`config.mk`:
```
export PLATFORM = sky130hd
export DESIGN_NAME = hbs_byte_order
export DESIGN_NICKNAME = d
export VERILOG_FILES = /design/src/pkg/hbs_pkg.sv /design/src/rtl/hbs_byte_order.sv
export SDC_FILE = /design/constraint.sdc
export NUM_CORES = 1
export LEC_CHECK = 0
export ABC_AREA = 1
export BUFFER_PORTS_ARGS = -buffer_cell sky130_fd_sc_hd__buf_2
export CORE_MARGIN = 2
export CORE_UTILIZATION = 49
export DETAILED_ROUTE_END_ITERATION = 10
export GPL_TIMING_DRIVEN = 0
export PLACE_DENSITY_LB_ADDON = 0.15
export SLEW_MARGIN = 25
export SYNTH_ARGS = -nofsm -noshare
export SYNTH_HDL_FRONTEND = slang
export SYNTH_SLANG_ARGS = --single-unit
```
`constraint.sdc`:
```
create_clock -name mclk -period 4.55 [get_ports mclk]
set_input_delay 0.91 -clock mclk [delete_from_list [all_inputs] [get_ports mclk]]
set_output_delay 0.91 -clock mclk [all_outputs]
set_load 0.1 [all_outputs]
```
`src/pkg/hbs_pkg.sv`:
```
// Constants, field positions and carrier types of the host byte order stage
package hbs_pkg;

    // APB register byte offsets and address width
    localparam logic [7:0]  HBS_OFF_CFG      = 8'h00;
    localparam logic [7:0]  HBS_OFF_SWAP     = 8'h04;
    localparam logic [7:0]  HBS_OFF_STATUS   = 8'h08;
    localparam int          HBS_ADDR_W       = 8;

    // Field positions in the configuration register
    localparam int          HBS_CFG_PORT_BE  = 0;
    localparam int          HBS_CFG_SEL_BE   = 1;

    // Field positions in the status register
    localparam int          HBS_ST_WR_HALF   = 0;
    localparam int          HBS_ST_RD_HALF   = 1;
    localparam int          HBS_ST_SWAP_ON   = 2;

    // Reset values and the swap enable value
    localparam logic [1:0]  HBS_CFG_RST      = 2'h0;
    localparam logic [31:0] HBS_SWAP_RST     = 32'h0000_0000;
    localparam logic [31:0] HBS_SWAP_ENABLE  = 32'hFFFF_FFFF;

    // Kind of target a host access reaches
    typedef enum logic [1:0] {
        HBS_TGT_CSR,
        HBS_TGT_PORT_FIFO,
        HBS_TGT_SEL_FIFO,
        HBS_TGT_STATUS_FIFO
    } hbs_target_t;

    // One 16-bit host access
    typedef struct packed {
        logic        valid;                 // One-cycle access strobe
        logic        write;                 // High for a write
        logic        half_select_addr_bit;  // High selects the upper half
        hbs_target_t target;                // Which resource is reached
        logic [15:0] wdata;                 // Write half
    } hbs_host_req_t;

    // One internal 32-bit word transfer
    typedef struct packed {
        logic        valid;                 // One-cycle strobe
        hbs_target_t target;                // Which resource is reached
        logic [31:0] data;                  // Word in internal order
    } hbs_word_t;

endpackage

```
`src/rtl/hbs_byte_order.sv`:
```
// Host byte order stage: word swap and endian reversal with APB control
`timescale 1ns/100ps
module hbs_byte_order
    import hbs_pkg::*;
(
    input  wire logic                  mclk,            // 125 MHz clock
    input  wire logic                  rst,             // Async reset, active high
    // APB slave
    input  wire logic                  psel,            // Slave select
    input  wire logic                  penable,         // Access phase
    input  wire logic                  pwrite,          // Write direction
    input  wire logic [HBS_ADDR_W-1:0] paddr,           // Byte address
    input  wire logic [31:0]           pwdata,          // Write data
    output logic                       pready,          // Always ready
    output logic [31:0]                prdata,          // Read data
    output logic                       pslverr,         // Unmapped address
    // Host 16-bit side
    input  hbs_host_req_t              host_req,        // Half access
    output logic [15:0]                host_rdata,      // Read half
    output logic                       host_rvalid,     // Read half valid
    // Internal 32-bit side
    output hbs_word_t                  int_wr,          // Assembled write word
    input  wire logic [31:0]           int_rd_data,     // Word being read
    output logic                       int_rd_pop       // Read word consumed
);

    // Internal order to bus view {upper half, lower half} on reads
    function automatic logic [31:0] hbs_to_bus(
        input logic [31:0] w,
        input logic        rev,
        input logic        swp
    );
        logic [31:0] t;
        // Endian reversal first, then word swap
        t = rev ? {w[7:0], w[15:8], w[23:16], w[31:24]} : w;
        return swp ? {t[15:0], t[31:16]} : t;
    endfunction

    // Bus view to internal order on writes
    function automatic logic [31:0] hbs_to_int(
        input logic [31:0] b,
        input logic        rev,
        input logic        swp
    );
        logic [31:0] t;
        // Word swap first, then endian reversal
        t = swp ? {b[15:0], b[31:16]} : b;
        return rev ? {t[7:0], t[15:8], t[23:16], t[31:24]} : t;
    endfunction

    // Control state
    logic [1:0]  cfg;                 // Endian select bits
    logic [31:0] swap_reg;            // Word swap register
    logic [1:0]  next_cfg;
    logic [31:0] next_swap_reg;

    // Write pairing state
    logic        wr_have;             // One half held
    logic        wr_hold_hi;          // Held half is upper
    logic [15:0] wr_hold;             // Held half data
    logic        next_wr_have;
    logic        next_wr_hold_hi;
    logic [15:0] next_wr_hold;
    hbs_word_t   next_int_wr;

    // Read pairing state
    logic        rd_have;             // One half already read
    logic        rd_hold_hi;          // Which half was read
    logic        next_rd_have;
    logic        next_rd_hold_hi;
    logic [15:0] next_host_rdata;
    logic        next_host_rvalid;
    logic        next_int_rd_pop;

    // APB read data
    logic [31:0] next_prdata;

    // Decoded controls
    logic        swap_on;             // Word swap active
    logic        rev_on;              // Endian reversal for this access
    logic        apb_wr;              // APB write completes
    logic        apb_rd;              // APB read in setup phase
    logic        addr_ok;             // Mapped address

    // Swap only on the exact all-ones value
    assign swap_on = (swap_reg == HBS_SWAP_ENABLE);

    // Endian select per target
    always_comb begin
        case (host_req.target)
            HBS_TGT_PORT_FIFO: begin
                rev_on = cfg[HBS_CFG_PORT_BE];
            end
            HBS_TGT_SEL_FIFO: begin
                rev_on = cfg[HBS_CFG_SEL_BE];
            end
            default: begin
                rev_on = 1'b0;
            end
        endcase
    end

    // APB decode; zero wait states
    assign pready  = 1'b1;
    assign apb_wr  = psel && penable && pwrite;
    assign apb_rd  = psel && !penable && !pwrite;
    assign addr_ok = (paddr == HBS_OFF_CFG) || (paddr == HBS_OFF_SWAP)
                     || (paddr == HBS_OFF_STATUS);
    assign pslverr = psel && penable && !addr_ok;

    // Register writes and read data
    always_comb begin
        next_cfg      = cfg;
        next_swap_reg = swap_reg;
        next_prdata   = prdata;
        // Writes to mapped registers
        if (apb_wr) begin
            case (paddr)
                HBS_OFF_CFG: begin
                    next_cfg = {pwdata[HBS_CFG_SEL_BE], pwdata[HBS_CFG_PORT_BE]};
                end
                HBS_OFF_SWAP: begin
                    next_swap_reg = pwdata;
                end
                default: begin
                    next_cfg = cfg;
                end
            endcase
        end
        // Read data captured in setup, stands through access
        if (apb_rd) begin
            next_prdata = 32'h0000_0000;
            case (paddr)
                HBS_OFF_CFG: begin
                    next_prdata[HBS_CFG_PORT_BE] = cfg[HBS_CFG_PORT_BE];
                    next_prdata[HBS_CFG_SEL_BE]  = cfg[HBS_CFG_SEL_BE];
                end
                HBS_OFF_SWAP: begin
                    next_prdata = swap_reg;
                end
                HBS_OFF_STATUS: begin
                    next_prdata[HBS_ST_WR_HALF] = wr_have;
                    next_prdata[HBS_ST_RD_HALF] = rd_have;
                    next_prdata[HBS_ST_SWAP_ON] = swap_on;
                end
                default: begin
                    next_prdata = 32'h0000_0000;
                end
            endcase
        end
    end

    // Register stage for control state
    always_ff @(posedge mclk or posedge rst) begin
        if (rst) begin
            cfg      <= HBS_CFG_RST;
            swap_reg <= HBS_SWAP_RST;
            prdata   <= 32'h0000_0000;
        end else begin
            cfg      <= next_cfg;
            swap_reg <= next_swap_reg;
            prdata   <= next_prdata;
        end
    end

    // Write pairing: two halves of one word, either order
    always_comb begin
        logic [31:0] bus_w;
        bus_w           = 32'h0000_0000;
        next_wr_have    = wr_have;
        next_wr_hold_hi = wr_hold_hi;
        next_wr_hold    = wr_hold;
        next_int_wr     = '0;
        if (host_req.valid && host_req.write) begin
            if (!wr_have) begin
                // First half held
                next_wr_have    = 1'b1;
                next_wr_hold_hi = host_req.half_select_addr_bit;
                next_wr_hold    = host_req.wdata;
            end else if (host_req.half_select_addr_bit != wr_hold_hi) begin
                // Other half completes the word
                bus_w = host_req.half_select_addr_bit ?
                        {host_req.wdata, wr_hold} : {wr_hold, host_req.wdata};
                next_int_wr.valid  = 1'b1;
                next_int_wr.target = host_req.target;
                next_int_wr.data   = hbs_to_int(bus_w, rev_on, swap_on);
                next_wr_have       = 1'b0;
            end else begin
                // Same half twice: transfer disregarded
                next_wr_have = 1'b1;
            end
        end
    end

    // Register stage for write pairing
    always_ff @(posedge mclk or posedge rst) begin
        if (rst) begin
            wr_have    <= 1'b0;
            wr_hold_hi <= 1'b0;
            wr_hold    <= 16'h0000;
            int_wr     <= '0;
        end else begin
            wr_have    <= next_wr_have;
            wr_hold_hi <= next_wr_hold_hi;
            wr_hold    <= next_wr_hold;
            int_wr     <= next_int_wr;
        end
    end

    // Read path: each half taken from the current word
    always_comb begin
        logic [31:0] bus_r;
        bus_r            = hbs_to_bus(int_rd_data, rev_on, swap_on);
        next_rd_have     = rd_have;
        next_rd_hold_hi  = rd_hold_hi;
        next_host_rdata  = host_rdata;
        next_host_rvalid = 1'b0;
        next_int_rd_pop  = 1'b0;
        if (host_req.valid && !host_req.write) begin
            // Upper half on A1 high, lower on A1 low
            next_host_rdata  = host_req.half_select_addr_bit ?
                               bus_r[31:16] : bus_r[15:0];
            next_host_rvalid = 1'b1;
            if (rd_have && (host_req.half_select_addr_bit != rd_hold_hi)) begin
                // Pair done: word consumed
                next_rd_have    = 1'b0;
                next_int_rd_pop = 1'b1;
            end else begin
                // First half, or same half again restarts the pair
                next_rd_have    = 1'b1;
                next_rd_hold_hi = host_req.half_select_addr_bit;
            end
        end
    end

    // Register stage for read path
    always_ff @(posedge mclk or posedge rst) begin
        if (rst) begin
            rd_have     <= 1'b0;
            rd_hold_hi  <= 1'b0;
            host_rdata  <= 16'h0000;
            host_rvalid <= 1'b0;
            int_rd_pop  <= 1'b0;
        end else begin
            rd_have     <= next_rd_have;
            rd_hold_hi  <= next_rd_hold_hi;
            host_rdata  <= next_host_rdata;
            host_rvalid <= next_host_rvalid;
            int_rd_pop  <= next_int_rd_pop;
        end
    end

endmodule

```
==> flow_summary.toml <==
[yosys]
yosysWarnings = 0
synth_cell_types = 33
synth_area_sq_mm = 0.00729
syn_avg_cell_area_sq_um = 7.84
synth_seq_cells = 139
seq_area_frac_synth_pct = 47.7
netlist_instances = 931
synth_fp_nets = 1031

[cells_and_area]
final_area_sq_mm = 0.00917
final_nets = 1238
post-route-util_pct = 63.1
largest_reg_flops = 35
syn_to_final_growth_pct = 25.7
drive_gt1_share_pct = 26.0
antennaDiodeCount = 0
fillers = 1329

[routing]
vias = 7046
drc = 0
drt_iter0_drc = 611
drtPass1Iterations = 5
finalWirelength_um = 20300
drtAntennaViolNets = 0
avgRoutedWirePerCell_um = 15.2
vias_per_cell = 5.28

[timing]
grt_setup_unrepaired = "false"
timing.hold.ws_ps = 470
period_needed_ps = 3060
setup_tns_ps = 0
finalWorstSetupSlack_ps = 1490
slew_headroom_pct = 56.4
fmax_mhz = 327
drv_slew = 0
tightest_slew_ps = 649
period_share_pct = 67.3
setup_viol = 0
finClkSkew_ps = 11.1
hold_violations = 0

[global_routing]
grt_pass1_vias = 6739
grt.overflow.total = 0
top_usage_layer = "met2"
grtUsageMet3_pct = 4.80
antenna_found_initial = 0
grt_util_met2_pct = 41.0
grt_max_degree = 31
grt_pass1_wl_um = 33700
track_usage_pct = 26.4
use_met1_pct = 38.9

[die]
fp.dieW_um = 126
pin_count = 185
die_area_sq_mm = 0.0159
rows = 44
core_sq_mm = 0.0145
start_util_pct = 50.2
die_y_um = 126

[cts]
cts_tree = "yes"
cts_buffers = 17
clkSinkCount = 139
postCtsHoldBufs = 0
worstSkewPairLatency_ps = 420
cts_resized = 0
htreeDepth = 4
clockBufferDepth = 2
cts.clk_slew.worst_paths_ps = 60
post_cts_buffers = 0
cts_root_buf = "clkbuf_16"

[setup_path]
cp.depth = 6
crit_required_ps = 3640
crit_family = "simple AND/OR/NAND/NOR gates"
worstSetupPathType = "primary input to primary output"
endpoint = "pslverr"
r2r_slack_ps = 2720
crit_fanout = 4
crit_chain = "buf_2 > nor2_1 > nand2_1 > nor3_1 > nor4_2 > buf_2"
cp_slowest_stage_delay_ps = 550
cp_data_arrival_time_ps = 2150
worst-r2r-cell-count = 8
path_buf_inv = 2
end_kind = "primary output"
reg2reg_to = "int_wr[29]"
crit_path_start = "paddr[1]"
crit_slowest_cell = "nor3_1"
worst_path_most_repeated_cell = "buf_2"
r2r-start = "cfg[1]"
startpoint_type = "primary input"

[placement]
placed_area_sq_mm = 0.00856
gp_congestion = 0.874
dpl.hpwl_um = 14900
pre_cts_slack_ps = 1450
io_buffers = 183

[pwr]
sw_frac_of_total_pct = 35.7
p_int_mw = 2.53
p_sw_mw = 1.40
clkPwrFrac_pct = 36.5
power_density_mw_per_mm2 = 428
peakVddDrop_uv = 278
p_leak_nw = 5.12
seqPwrFrac_pct = 37.3
power_frac_comb_pct = 26.2

[min_path]
worstHoldPathType = "register to register"

[job]
max-cap-violations = 0

[outcome]
status = "finished, final reports clean"
## cell usage in the layout (no fill, tap or decap), types with 3 or more instances in the layout
cell type,synthesis,final
inv_1,69,68
o31ai_1,14,14
clkinvlp_4,0,4
o21ai_0,65,65
nand3_1,101,101
dfrtp_1,139,139
buf_4,7,7
clkbuf_16,0,17
buf_6,10,10
buf_2,14,197
or2_2,9,9
o21ai_1,12,12
bufinv_16,0,3
buf_12,0,4
nor2_2,6,6
o21bai_1,32,32
inv_2,3,3
clkbuf_1,23,25
clkinv_4,0,5
nand2_2,5,5
nor2_1,91,91
nand2_1,280,280
mux2_2,16,16
a21oi_1,16,16
## cells by family (layout without fill, tap and decap cells)
family | Yosys count | count (layout) | synth area share [%]
buffers and inverters | 128 | 348 | 8.22
xor gates and xnor gates | 1 | 1 | 0.223
muxes | 17 | 17 | 2.61
and+or+nand+nor | 503 | 503 | 29.6
other | 1 | 1 | 0.0514
AOI/OAI and AO/OA | 140 | 140 | 11.2
DFF | 139 | 139 | 47.7
adders and majority gates | 2 | 2 | 0.343
## cell usage after synthesis
master	number	area share, %
o21ai_1	12	0.82
o21bai_1	32	3.3
nand2_1	280	14
o31ai_1	14	1.4
nor2_1	91	4.7
buf_4	7	0.72
a21oi_1	16	1.1
nand3_2	1	0.14
nand3_1	101	6.9
buf_1	1	0.051
nand3_4	1	0.24
nor2_8	2	0.55
nand2_4	2	0.31
mux2i_1	1	0.14
or2_2	9	0.77
o21ai_0	65	4.5
a2bb2oi_1	1	0.12
ha_1	2	0.34
clkinv_1	1	0.051
buf_2	14	0.96
xnor2_2	1	0.22
nor3_1	2	0.14
nor4_1	1	0.086
nor3_4	2	0.45
clkbuf_1	23	1.2
nand2_2	5	0.43
buf_6	10	1.5
inv_1	69	3.6
dfrtp_1	139	48
conb_1	1	0.051
inv_2	3	0.15
nor2_2	6	0.51
mux2_2	16	2.5
## metrics by stage
step / total power, mW / cells
global route: 4.12 / 1335
global placement: 2.48 / 1298
floorplan: 2.27 / 931
detailed placement: 2.50 / 1303
finish: 3.93 / 1335
CTS: 3.94 / 1335
## worst min path at each step
stage / startpoint / endpoint / cells after the start
final: host_rdata[0] / host_rdata[0] / 2
after global routing: prdata[9] / prdata[9] / 2
after CTS: host_rdata[0] / host_rdata[0] / 2
after detailed placement: prdata[27] / prdata[27] / 2
after global placement: prdata[9] / prdata[9] / 2
after floorplan: rd_hold_hi / rd_hold_hi / 2
## per-layer routing
metal,up-vias,wire length [um]
met1,3348,9240
met4,0,246
met3,23,1370
li1,3405,-
met2,270,9480
met5,-,0
## power groups by stage
stage | Combinational [mW] | Sequential, mW | Clock, mW
after floorplan | 0.425 | 1.84 | 0
after global placement | 0.996 | 1.48 | 0
after detailed placement | 1.02 | 1.48 | 0
after CTS | 1.03 | 1.46 | 1.45
after global routing | 1.13 | 1.48 | 1.51
final | 1.03 | 1.46 | 1.43
## tightest hold or removal path, cell delays in order (launching register included)
cell and delay [ps]:
dfrtp_1 340, nand2_1 50, nand2_1 50
## layout make-up
type	instances	area [sq um]	share of cell area, %
buffer	55	325	3.55
clock buffer	20	447	4.87
clock inverter	12	165	1.80
inverter	73	278	3.03
multi-input combinational	664	3220	35.1
sequential	139	3480	37.9
tap	184	230	2.51
timing repair buffer	188	1020	11.2
No activity file was read; power rests on OpenSTA's default activity.
